`src/vip_pkg.sv`:
```
// vip_pkg: constants for the vectored interrupt priority unit.
// assumes one 125 MHz clock, apb register access, 11 maskable sources.
package vip_pkg;

    // ==========================================================
    // sizes
    localparam int unsigned NUM_SRC = 11;
    localparam int unsigned IDX_W   = 4;
    localparam int unsigned KEY_W   = 8;

    // ==========================================================
    // source indices, equal to their priority level
    localparam logic [IDX_W-1:0] SRC_WDT      = 4'h0;
    localparam logic [IDX_W-1:0] SRC_USB_TMR  = 4'h1;
    localparam logic [IDX_W-1:0] SRC_USB_TOK  = 4'h2;
    localparam logic [IDX_W-1:0] SRC_USB_RXD  = 4'h3;
    localparam logic [IDX_W-1:0] SRC_USB_TXD  = 4'h4;
    localparam logic [IDX_W-1:0] SRC_USB_RES  = 4'h5;
    localparam logic [IDX_W-1:0] SRC_EXT_PIN  = 4'h6;
    localparam logic [IDX_W-1:0] SRC_SERIAL   = 4'h7;
    localparam logic [IDX_W-1:0] SRC_TMR_A    = 4'h8;
    localparam logic [IDX_W-1:0] SRC_TMR_B    = 4'h9;
    localparam logic [IDX_W-1:0] SRC_KEY      = 4'ha;

    // ==========================================================
    // vector table
    localparam logic [15:0] NMI_VECTOR   = 16'h0004;
    localparam logic [15:0] MASK_VEC_LO  = 16'h0004;
    localparam logic [15:0] VEC_STEP     = 16'h0002;

    // ==========================================================
    // register byte offsets
    localparam logic [7:0] OFS_REQ_FLAG  = 8'h00;
    localparam logic [7:0] OFS_MASK_FLAG = 8'h04;
    localparam logic [7:0] OFS_EXT_EDGE  = 8'h08;
    localparam logic [7:0] OFS_KEY_SEL   = 8'h0c;
    localparam logic [7:0] OFS_CTRL      = 8'h10;
    localparam logic [7:0] OFS_STATUS    = 8'h14;

    // ==========================================================
    // fields and reset values
    localparam int unsigned CTRL_GE_BIT   = 0;
    localparam int unsigned CTRL_WDTI_BIT = 1;
    localparam int unsigned STAT_NMI_BIT  = 0;
    localparam int unsigned STAT_REQ_BIT  = 1;
    localparam int unsigned STAT_IDX_LSB  = 4;
    localparam logic [10:0] RST_REQ_FLAG  = 11'h000;
    localparam logic [10:0] RST_MASK_FLAG = 11'h7ff;
    localparam logic [1:0]  RST_EXT_EDGE  = 2'h0;
    localparam logic [7:0]  RST_KEY_SEL   = 8'h00;
    localparam logic [7:0]  KEY_SEL_WMASK = 8'hf1;

    // ext_edge_select encodings
    localparam logic [1:0] EDGE_FALL = 2'h0;
    localparam logic [1:0] EDGE_RISE = 2'h1;
    localparam logic [1:0] EDGE_BOTH = 2'h2;
    localparam logic [1:0] EDGE_NONE = 2'h3;

    // maskable vector from priority index
    function automatic logic [15:0] vip_vector(input logic [IDX_W-1:0] idx);
        vip_vector = (idx == SRC_WDT) ? MASK_VEC_LO
                   : 16'(MASK_VEC_LO + VEC_STEP * {12'h000, idx});
    endfunction : vip_vector

endpackage : vip_pkg

```
`src/vip_edge_det.sv`:
```
// vip_edge_det: per-bit edge detector with separate rise/fall enables.
// assumes inputs synchronous to ref_clk.
`timescale 1ns/10ps
module vip_edge_det #(
    parameter int unsigned W = 1
) (
    input  wire logic         ref_clk,
    input  wire logic         srst,
    input  wire logic [W-1:0] sig,
    input  wire logic [W-1:0] rise_en,
    input  wire logic [W-1:0] fall_en,
    output logic              edge_hit
);
    logic [W-1:0] prev_ff;

    // previous sample tracks the pin in reset, so either idle level gives no edge at release
    always_ff @(posedge ref_clk) begin
        if (srst) begin
            prev_ff <= sig;
        end else begin
            prev_ff <= sig;
        end
    end

    assign edge_hit = |(((sig & ~prev_ff) & rise_en) | ((~sig & prev_ff) & fall_en));

endmodule : vip_edge_det

```
`src/vip_prio_enc.sv`:
```
// vip_prio_enc: fixed priority pick, lowest index wins.
// assumes the pending vector is already masked; global enable is applied after the pick.
`timescale 1ns/10ps
module vip_prio_enc
    import vip_pkg::*;
(
    input  wire logic [NUM_SRC-1:0] pending,
    output logic                    any,
    output logic [IDX_W-1:0]        idx
);
    always_comb begin
        any = 1'b0;
        idx = '0;
        for (int i = NUM_SRC - 1; i >= 0; i--) begin
            if (pending[i]) begin
                any = 1'b1;
                idx = IDX_W'(i);
            end
        end
    end

endmodule : vip_prio_enc

```
`src/vip_intc.sv`:
```
// vip_intc: vectored interrupt unit, one nmi and eleven maskable sources.
// assumes apb master, single-cycle source pulses, a core that acks requests.
//
// Local design decisions: the APB register port and the address map.
`timescale 1ns/10ps
module vip_intc
    import vip_pkg::*;
(
    input  wire logic               ref_clk,
    input  wire logic               srst,
    // apb slave
    input  wire logic               psel,
    input  wire logic               penable,
    input  wire logic               pwrite,
    input  wire logic [7:0]         paddr,
    input  wire logic [31:0]        pwdata,
    output logic [31:0]             prdata,
    output logic                    pready,
    output logic                    pslverr,
    // source events
    input  wire logic               wdt_overflow,
    input  wire logic               usb_timer_overflow_req,
    input  wire logic               usb_token_rx_eop_req,
    input  wire logic               usb_data_rx_eop_req,
    input  wire logic               usb_data_tx_eop_req,
    input  wire logic               usb_bus_resume_req,
    input  wire logic               ext_pin,
    input  wire logic               serial3w_done_req,
    input  wire logic               timer_a_match_req,
    input  wire logic               timer_b_match_req,
    input  wire logic [KEY_W-1:0]   key_pin_n,
    // core side
    output logic                    int_req,
    output logic                    int_nmi,
    output logic [15:0]             int_vector,
    input  wire logic               int_ack,
    input  wire logic               nmi_return,
    output logic                    global_enable_flag
);

    // ==========================================================
    // state
    logic [NUM_SRC-1:0] req_flag_ff;
    logic [NUM_SRC-1:0] mask_flag_ff;
    logic [1:0]         ext_edge_select_ff;
    logic [KEY_W-1:0]   key_pin_select_ff;
    logic               ge_ff;
    logic               wdt_interval_ff;
    logic               nmi_pend_ff;
    logic               nmi_busy_ff;
    logic               req_ff;
    logic               req_nmi_ff;
    logic [IDX_W-1:0]   req_idx_ff;
    logic [15:0]        vec_ff;

    logic [NUM_SRC-1:0] nxt_req_flag;
    logic [NUM_SRC-1:0] src_set;
    logic [NUM_SRC-1:0] fwd;
    logic               ext_pin_edge_req;
    logic               key_return_req;
    logic               pick_any;
    logic [IDX_W-1:0]   pick_idx;
    logic               nmi_cand;
    logic               accept;
    logic               wr_en;
    logic               addr_hit;
    logic [KEY_W-1:0]   key_fall_en;
    logic               edge_rise_en;
    logic               edge_fall_en;

    // ==========================================================
    // apb decode: zero wait states
    assign pready   = 1'b1;
    assign addr_hit = (paddr == OFS_REQ_FLAG) || (paddr == OFS_MASK_FLAG)
                   || (paddr == OFS_EXT_EDGE) || (paddr == OFS_KEY_SEL)
                   || (paddr == OFS_CTRL)     || (paddr == OFS_STATUS);
    assign wr_en    = psel && penable && pwrite && addr_hit;
    assign pslverr  = psel && penable && !addr_hit;

    always_comb begin
        prdata = 32'h0000_0000;
        unique case (paddr)
            OFS_REQ_FLAG:  prdata[NUM_SRC-1:0] = req_flag_ff;
            OFS_MASK_FLAG: prdata[NUM_SRC-1:0] = mask_flag_ff;
            OFS_EXT_EDGE:  prdata[1:0] = ext_edge_select_ff;
            OFS_KEY_SEL:   prdata[KEY_W-1:0] = key_pin_select_ff;
            OFS_CTRL: begin
                prdata[CTRL_GE_BIT]   = ge_ff;
                prdata[CTRL_WDTI_BIT] = wdt_interval_ff;
            end
            OFS_STATUS: begin
                prdata[STAT_NMI_BIT] = nmi_busy_ff;
                prdata[STAT_REQ_BIT] = req_ff;
                prdata[STAT_IDX_LSB +: IDX_W] = req_idx_ff;
            end
            default: prdata = 32'h0000_0000;
        endcase
    end

    // ==========================================================
    // pin edge detection
    // key inputs 0..3 share one select bit, 4..7 have their own
    assign key_fall_en = {key_pin_select_ff[7:4], {4{key_pin_select_ff[0]}}};

    assign edge_rise_en = (ext_edge_select_ff == EDGE_RISE) || (ext_edge_select_ff == EDGE_BOTH);
    assign edge_fall_en = (ext_edge_select_ff == EDGE_FALL) || (ext_edge_select_ff == EDGE_BOTH);

    vip_edge_det #(.W(1)) u_ext_edge (
        .ref_clk  (ref_clk),
        .srst     (srst),
        .sig      (ext_pin),
        .rise_en  (edge_rise_en),
        .fall_en  (edge_fall_en),
        .edge_hit (ext_pin_edge_req)
    );

    vip_edge_det #(.W(KEY_W)) u_key_edge (
        .ref_clk  (ref_clk),
        .srst     (srst),
        .sig      (key_pin_n),
        .rise_en  ({KEY_W{1'b0}}),
        .fall_en  (key_fall_en),
        .edge_hit (key_return_req)
    );

    // ==========================================================
    // source collection, bit index is the priority level
    assign src_set[SRC_WDT]     = wdt_overflow && wdt_interval_ff;
    assign src_set[SRC_USB_TMR] = usb_timer_overflow_req;
    assign src_set[SRC_USB_TOK] = usb_token_rx_eop_req;
    assign src_set[SRC_USB_RXD] = usb_data_rx_eop_req;
    assign src_set[SRC_USB_TXD] = usb_data_tx_eop_req;
    assign src_set[SRC_USB_RES] = usb_bus_resume_req;
    assign src_set[SRC_EXT_PIN] = ext_pin_edge_req;
    assign src_set[SRC_SERIAL]  = serial3w_done_req;
    assign src_set[SRC_TMR_A]   = timer_a_match_req;
    assign src_set[SRC_TMR_B]   = timer_b_match_req;
    assign src_set[SRC_KEY]     = key_return_req;

    // ==========================================================
    // request flags: a new event wins over any clear in the same cycle
    always_comb begin
        nxt_req_flag = req_flag_ff;
        if (wr_en && paddr == OFS_REQ_FLAG) begin
            nxt_req_flag = pwdata[NUM_SRC-1:0];
        end
        if (accept && !req_nmi_ff) begin
            nxt_req_flag[req_idx_ff] = 1'b0;
        end
        nxt_req_flag = nxt_req_flag | src_set;
    end

    always_ff @(posedge ref_clk) begin
        if (srst) begin
            req_flag_ff <= RST_REQ_FLAG;
        end else begin
            req_flag_ff <= nxt_req_flag;
        end
    end

    // ==========================================================
    // software configuration
    always_ff @(posedge ref_clk) begin
        if (srst) begin
            mask_flag_ff       <= RST_MASK_FLAG;
            ext_edge_select_ff <= RST_EXT_EDGE;
            key_pin_select_ff  <= RST_KEY_SEL;
            wdt_interval_ff    <= 1'b0;
        end else if (wr_en) begin
            if (paddr == OFS_MASK_FLAG) begin
                mask_flag_ff <= pwdata[NUM_SRC-1:0];
            end
            if (paddr == OFS_EXT_EDGE) begin
                ext_edge_select_ff <= pwdata[1:0];
            end
            // bits 1..3 are fixed at zero
            if (paddr == OFS_KEY_SEL) begin
                key_pin_select_ff <= pwdata[KEY_W-1:0] & KEY_SEL_WMASK;
            end
            if (paddr == OFS_CTRL) begin
                wdt_interval_ff <= pwdata[CTRL_WDTI_BIT];
            end
        end
    end

    // global enable: set by software, dropped on any acceptance
    always_ff @(posedge ref_clk) begin
        if (srst) begin
            ge_ff <= 1'b0;
        end else if (accept) begin
            ge_ff <= 1'b0;
        end else if (wr_en && paddr == OFS_CTRL) begin
            ge_ff <= pwdata[CTRL_GE_BIT];
        end
    end
    assign global_enable_flag = ge_ff;

    // ==========================================================
    // nonmaskable path
    always_ff @(posedge ref_clk) begin
        if (srst) begin
            nmi_pend_ff <= 1'b0;
        end else if (wdt_overflow && !wdt_interval_ff) begin
            nmi_pend_ff <= 1'b1;
        end else if (accept && req_nmi_ff) begin
            nmi_pend_ff <= 1'b0;
        end
    end

    always_ff @(posedge ref_clk) begin
        if (srst) begin
            nmi_busy_ff <= 1'b0;
        end else if (accept && req_nmi_ff) begin
            nmi_busy_ff <= 1'b1;
        end else if (nmi_return) begin
            nmi_busy_ff <= 1'b0;
        end
    end

    // ==========================================================
    // arbitration; nmi ignores mask and global enable
    assign fwd = req_flag_ff & ~mask_flag_ff;

    vip_prio_enc u_prio (
        .pending (fwd),
        .any     (pick_any),
        .idx     (pick_idx)
    );

    // a second nmi waits until the running one returns
    assign nmi_cand = nmi_pend_ff && !nmi_busy_ff;
    assign accept   = int_ack && req_ff;

    // request is re-evaluated each cycle; the cycle after accept is dead
    // so the cleared flag cannot be offered twice
    always_ff @(posedge ref_clk) begin
        if (srst) begin
            req_ff     <= 1'b0;
            req_nmi_ff <= 1'b0;
            req_idx_ff <= '0;
            vec_ff     <= 16'h0000;
        end else if (accept) begin
            req_ff     <= 1'b0;
            req_nmi_ff <= 1'b0;
        end else if (nmi_cand) begin
            req_ff     <= 1'b1;
            req_nmi_ff <= 1'b1;
            vec_ff     <= NMI_VECTOR;
        end else begin
            req_ff     <= pick_any && ge_ff;
            req_nmi_ff <= 1'b0;
            req_idx_ff <= pick_idx;
            vec_ff     <= vip_vector(pick_idx);
        end
    end

    assign int_req    = req_ff;
    assign int_nmi    = req_nmi_ff;
    assign int_vector = vec_ff;
endmodule : vip_intc

```
`config.mk`:
```
export PLATFORM = sky130hd
export DESIGN_NAME = vip_intc
export DESIGN_NICKNAME = d
export VERILOG_FILES = /design/src/vip_pkg.sv /design/src/vip_edge_det.sv /design/src/vip_prio_enc.sv /design/src/vip_intc.sv
export SDC_FILE = /design/constraint.sdc
export NUM_CORES = 1
export LEC_CHECK = 0
export BUFFER_PORTS_ARGS = -buffer_cell sky130_fd_sc_hd__buf_2
export CAP_MARGIN = 20
export CORE_MARGIN = 1
export CORE_UTILIZATION = 30
export CTS_BUF_LIST = sky130_fd_sc_hd__clkbuf_4
export DETAILED_ROUTE_END_ITERATION = 6
export GPL_TIMING_DRIVEN = 0
export SYNTH_ARGS = -nofsm -noshare
export SYNTH_HDL_FRONTEND = slang
export SYNTH_HIERARCHICAL = 1
export SYNTH_SLANG_ARGS = --single-unit
```
`constraint.sdc`:
```
create_clock -name ref_clk -period 3.39 [get_ports ref_clk]
set_clock_uncertainty 0.05 [all_clocks]
set_input_delay 0.678 -clock ref_clk [delete_from_list [all_inputs] [get_ports ref_clk]]
set_output_delay 0.678 -clock ref_clk [all_outputs]
set_load 0.05 [all_outputs]
```
; Word level (Yosys, flattened, before mapping)
; Index checks and enable logic that the tools add are counted.
[op_classes]
bitwise = 17
n_addsub = 1
div = 0
order_cmp = 2
muxes = 38
eq_ne = 7
mul = 0
n_shift = 0
reduce_logical = 37
[op_table]
columns = cell, count
row1 = 4-bit two-way mux, 11
row2 = 11-bit AND, 2
row3 = 11-bit two-way mux, 2
row4 = 11-bit NOT, 2
row5 = 1-bit two-way mux, 18
row6 = 8-bit AND, 2
row7 = 8-bit by 4-bit equality test with 1-bit output (second input constant), 2
row8 = 8-bit by 5-bit equality test with 1-bit output (second input constant), 2
row9 = 4-bit case mux with 4 select lines, 1
row10 = 1-bit logical AND, 14
row11 = 6-bit two-way mux, 2
row12 = 2-bit case mux with 6 select lines, 1
row13 = 11-bit bitwise OR, 1
row14 = 2-bit AND reduction, 5
row15 = 8-bit by 3-bit equality test with 1-bit output (second input constant), 1
row16 = 8-bit zero test, 1
row17 = 8-bit NOT, 1
row18 = 8-bit OR reduction, 1
row19 = 1-bit logical OR, 7
row20 = 3-bit by 5-bit adder with 6-bit output (first input constant), 1
row21 = 3-bit case mux with 2 select lines, 1
row22 = 4-bit by 5-bit < comparator with 1-bit output (second input constant), 1
row23 = 1-bit AND, 4
row24 = 1-bit demux with 4-bit select, 1
row25 = other kinds (11), 18
[word_totals]
n_memories = 0
regBits = 64
ramBits = 0
latch_bits = 0
out_inout_bits = 53
mem_bits_ro = 0

; Longest topological paths before layout
[logic_depth]
ltp_word = 16
depth_mapped = 8
depth_no_buf = 8

; Hierarchy
; The synthesis kept the hierarchy.
[by_module_without_submodules]
columns = mod, cells_per_inst, n_inst, area_per_inst_um2
row1 = vip_intc, 313, 1, 2716.4
row2 = vip_edge_det (u_key_edge), 35, 1, 310.3
row3 = vip_prio_enc, 19, 1, 112.6
row4 = vip_edge_det (u_ext_edge), 4, 1, 40.0

; Worst setup path before layout
; No wires, ideal clock.
[synth_path]
path_type = input to output
startpoint = input port paddr[0]
endpoint = output port prdata[10]
path_buffers = 2
stages = 6
arrival_time_ns = 2.706
setup_slack_ns = -0.044
cell_sequence = or4_4 buf_6 or2_1 buf_6 or3_4 nor2_1
[synth_between]
elab_chain_cells = 2
[synth_rtl]
columns = item, line
row1 = "start, declared", vip_intc.sv:15  ; input wire logic [7:0] paddr,
row2 = 8-bit by 3-bit equality test with 1-bit output or 8-bit zero test (tied branches), vip_intc.sv:82  ; unique case (paddr)
row3 = 3-bit case mux with 2 select lines (*), vip_intc.sv:82
row4 = "end, declared", vip_intc.sv:17  ; output logic [31:0] prdata,
; Every way passes the cells marked *; elsewhere a longest branch is shown, timed or not.

; Final worst setup path
[layout_path]
startpoint = input port paddr[0]
endpoint = output port prdata[3]
[layout_between]
elab_chain_cells = 2
[layout_rtl]
columns = item, line
row1 = 8-bit by 3-bit equality test with 1-bit output or 8-bit zero test (tied branches), vip_intc.sv:82
row2 = 2-bit case mux with 2 select lines (*), vip_intc.sv:82
; Marks and branches as above.

==> out/summary.md <==
Summed over all instances, the cell type with the most area after synthesis is sky130_fd_sc_hd__dfxtp_1. The final weighted congestion in routability-driven placement is 0.830. First element of the critical path: paddr[0]. After synthesis the cells add up to 3180 um^2. The count of clock tree sinks was 53. The critical path goes through buf_2 > or4_4 > buf_6 > or2_1 > buf_6 > or3_4 > nor2_1 > buf_2. In the synthesized netlist, the number of instances is 371. The total die area was 11000 um^2.

After detailed routing, the total wire length is 8230 um. For the number of nets with antenna violations after routing, the log shows 0. The count of input and output buffers came out at 62. For this design the static power due to leakage is 1.67 nW.

The total area inside the core boundary comes to 10300 um^2. Cell at the root of the clock tree: sky130_fd_sc_hd__clkbuf_4. In this run the number of H-tree levels came out at 2. The post-route fraction of the period consumed by the critical path is 0.984, and the number of top-level pins is 118. The logs give 2875 for the total number of vias and 0 for the final number of max-transition violations.

The tools report the end of the worst register-to-register path as int_vector[3]. For the pin with the worst max-slew slack, the measured transition is 659 ps. The maximum single-stage delay on the critical path is 520 ps. In the synthesized netlist, the cells that appear most often are sky130_fd_sc_hd__dfxtp_1 (53), sky130_fd_sc_hd__buf_4 (36), sky130_fd_sc_hd__mux2i_1 (33), sky130_fd_sc_hd__nor2_1 (29), sky130_fd_sc_hd__nand2_1 (27). The HPWL reported at the end of detailed placement was 6610 um; the internal power contribution was 819 uW. The clock power share is 0.246. Slowest library cell on the worst path: sky130_fd_sc_hd__or4_4. From left edge to right edge, the die measures 105 um.

For the combinational fraction of design power, the log shows 0.214. The tools report the insertion delay of the later-clocked pin in the worst-skew pair as 380 ps. After synthesis, the cell types taking the most area are sky130_fd_sc_hd__dfxtp_1 (33%), sky130_fd_sc_hd__mux2i_1 (10%), sky130_fd_sc_hd__buf_4 (8.5%). Relative to the synthesized area, the layout overhead comes to 21.6%. The startpoint of the lowest-slack register-to-register path was req_flag_ff[10]. In this run, post-CTS repair resized a total of 0 instances. The post-route setup TNS came out at 0 ps. The portion of the post-synthesis area used by sequential elements came out at 0.334.

The run gives 0.309 as the effective utilization at floorplan. For this run, design rule violations remaining after detail routing come to 0. The relative slew slack came out at 0.558. The ratio of routed vias to standard cells came out at 4.67.

The number of global-route vias before repair was 2709; the areal power density over the cells was 315 nW/um^2. The longest clock path from root to sink contains 2 buffers. After floorplanning, the core was divided into 37 placement rows. The area of the multi-input gates is 1870 um^2, and the max capacitance violation total is 0. Derived from the worst setup path, the maximum achievable clock frequency is 300 MHz.

The tightest hold path in the finished design has a slack of 370 ps. Yosys mapped a number of flops with a built-in enable equal to 0. The number of antenna violations at the first check in global routing was 0; the vertical extent of the die was 105 um. The number of cells on the worst hold path came out at 1.

Following the worst setup path forward leads to its endpoint at prdata[3]. The shortest clock period the worst path allows after layout came out at 3340 ps. Switching fraction of total power: 0.327. In the final layout, flip-flops and latches occupy 1060 um^2. Yosys printed 6 warnings.

In this run, synthesis produced a sequential element count of 53. The share of the synthesized area in the top cell type was 0.334. TritonCTS built the clock tree. Dividing the detail-routed wire length by the instance count gives 13.4 um.

Setup repair after global routing left no endpoint under its margin. The number of cells on the worst reg-to-reg path is 7. The proportion of layout cells with a drive suffix above 1 was 0.259; the initial DRC count was 148. The async set-or-reset flop fraction in the synthesized netlist came out at 0. After the last flow step, the layout net total stands at 546.

The flow ran to the end, and the final reports show no timing, DRC or antenna violations. The largest net degree at the start of global routing is 19. The path type of the worst setup path is input port to output pin.

Count of distinct cell types in the synthesized netlist: 52. In this run, CTS created clock tree buffers numbering 5. The tools report the count of TritonRoute iterations in the first routing pass as 5. The type of element capturing the critical path is an output pin. The sequential group share of total power is 0.539, and the total routing resource utilization after global routing is 0.154.

For the count of final hold-check violations, the log shows 0. In this run the power spent charging and discharging nets is 399 uW. The first global-routing pass estimated 13500 um of wire.

The average size of a mapped cell was 8.57 um^2; the diode insertion count for antenna repair was 0. Type of origin of the critical path: an input port. The cell with the most instances after synthesis was sky130_fd_sc_hd__dfxtp_1. The filler cells instantiated in the layout total 1102. For this design, the CTS-stage hold fixing added 0 buffers.

For the end-of-flow core utilization, the log shows 0.376. Of all nets on the critical path, the largest fanout is 8. Global routing finished with a remaining overflow of 0. Setup violations remaining at the end of the flow were counted as 0.

The run gives 1170 ps as the register-to-register path setup slack. The tools report the data arrival time at the worst-slack endpoint as 2610 ps. The primary flip-flop cell chosen by synthesis mapping was sky130_fd_sc_hd__dfxtp_1. Across the VDD grid, the largest voltage drop is 0.192 mV.

The clock transition time at the flip-flop clock pins of the worst setup and hold paths works out to 160 ps. In this run the worst hold path is classified as input port to flip-flop. The required time of the critical path is 2660 ps.
==> worst max-delay path: cells and delay by family <==
| kind | cells | cell delay, ps |
|---|---|---|
| simple gates | 4 | 1260 |
| buf+inv | 4 | 670 |
==> cell families after synthesis <==
kind of cell / Yosys count / synth area share
flops: 53 / 0.334
mux: 35 / 0.118
simple gates: 170 / 0.316
xor+xnor: 1 / 0.00276
fa+ha+maj: 3 / 0.0118
other cells: 2 / 0.00236
buf+inv: 64 / 0.123
compound gates: 43 / 0.0925
==> area by class of cell <==
class,instances,share of cell area
flip-flops and latches,53,0.275
clock inverters,3,0.00647
plain buffers,51,0.0887
clock buffers,5,0.00971
well taps,136,0.0440
multi-input cells,293,0.485
repair buffers,62,0.0803
inverters,12,0.0117
==> power groups by stage <==
stage                     sequential [mW]  combinational (mW)  clock (mW)
after global placement              0.669               0.259           0
after global routing                0.660               0.281       0.337
final                               0.657               0.261       0.300
after detailed placement            0.670               0.261           0
after floorplan                     0.674               0.194           0
after CTS                           0.657               0.262       0.316
==> per-layer routing <==
metal	track usage	up-vias	part of all wire
met5	0	-	0
met4	0.0272	0	0.0069
met3	0.0299	7	0.062
met2	0.275	93	0.49
met1	0.192	1319	0.44
li1	-	1456	-
==> worst min-delay path by stage <==
stage	startpoint	to	slack, ps
4_1_cts	key_pin_n[0]	u_key_edge/prev_ff[0]	350
2_1_floorplan	nmi_pend_ff	nmi_pend_ff	400
3_3_place_gp	int_vector[5]	int_vector[5]	400
5_1_grt	key_pin_n[7]	u_key_edge/prev_ff[7]	340
6_report	key_pin_n[0]	u_key_edge/prev_ff[0]	370
3_5_place_dp	int_vector[5]	int_vector[5]	400
==> cell usage in the layout (no fill, tap or decap), types with 12 or more instances in the layout <==
| master | count |
|---|---|
| sky130_fd_sc_hd__buf_2 | 63 |
| sky130_fd_sc_hd__dfxtp_1 | 53 |
| sky130_fd_sc_hd__conb_1 | 41 |
| sky130_fd_sc_hd__buf_4 | 36 |
| sky130_fd_sc_hd__mux2i_1 | 33 |
| sky130_fd_sc_hd__nor2_1 | 29 |
| sky130_fd_sc_hd__nand2_1 | 27 |
| sky130_fd_sc_hd__nand3_1 | 26 |
| sky130_fd_sc_hd__nor2b_1 | 20 |
| sky130_fd_sc_hd__clkbuf_1 | 12 |
==> through the flow <==
stage	cells	worst slack [ps]	instance area, um^2	power (mW)
2_1_floorplan	410	-43.9	3330	0.867
3_3_place_gp	608	38.8	3810	0.928
3_5_place_dp	608	51.3	3810	0.931
4_1_cts	616	46.2	3870	1.23
5_1_grt	615	14.6	3860	1.28
6_report	615	53.2	3860	1.22
==> sequential cells by signal (all words and copies together), names as in the netlist <==
name and count:
int_req 1, u_key_edge/prev_ff 8, req_idx_ff 4, mask_flag_ff 11
int_vector 5, int_nmi 1, nmi_pend_ff 1, wdt_interval_ff 1
global_enable_flag 1, ext_edge_select_ff 2, key_pin_select_ff 5, nmi_busy_ff 1
req_flag_ff 11, u_ext_edge/prev_ff 1
==> repair_timing <==
action                                 CTS  global route
endpoints found under the hold margin    0             0
setup endpoints to repair                0             4
setup buffers                            0             0
Power figures use the tool's default switching activity.
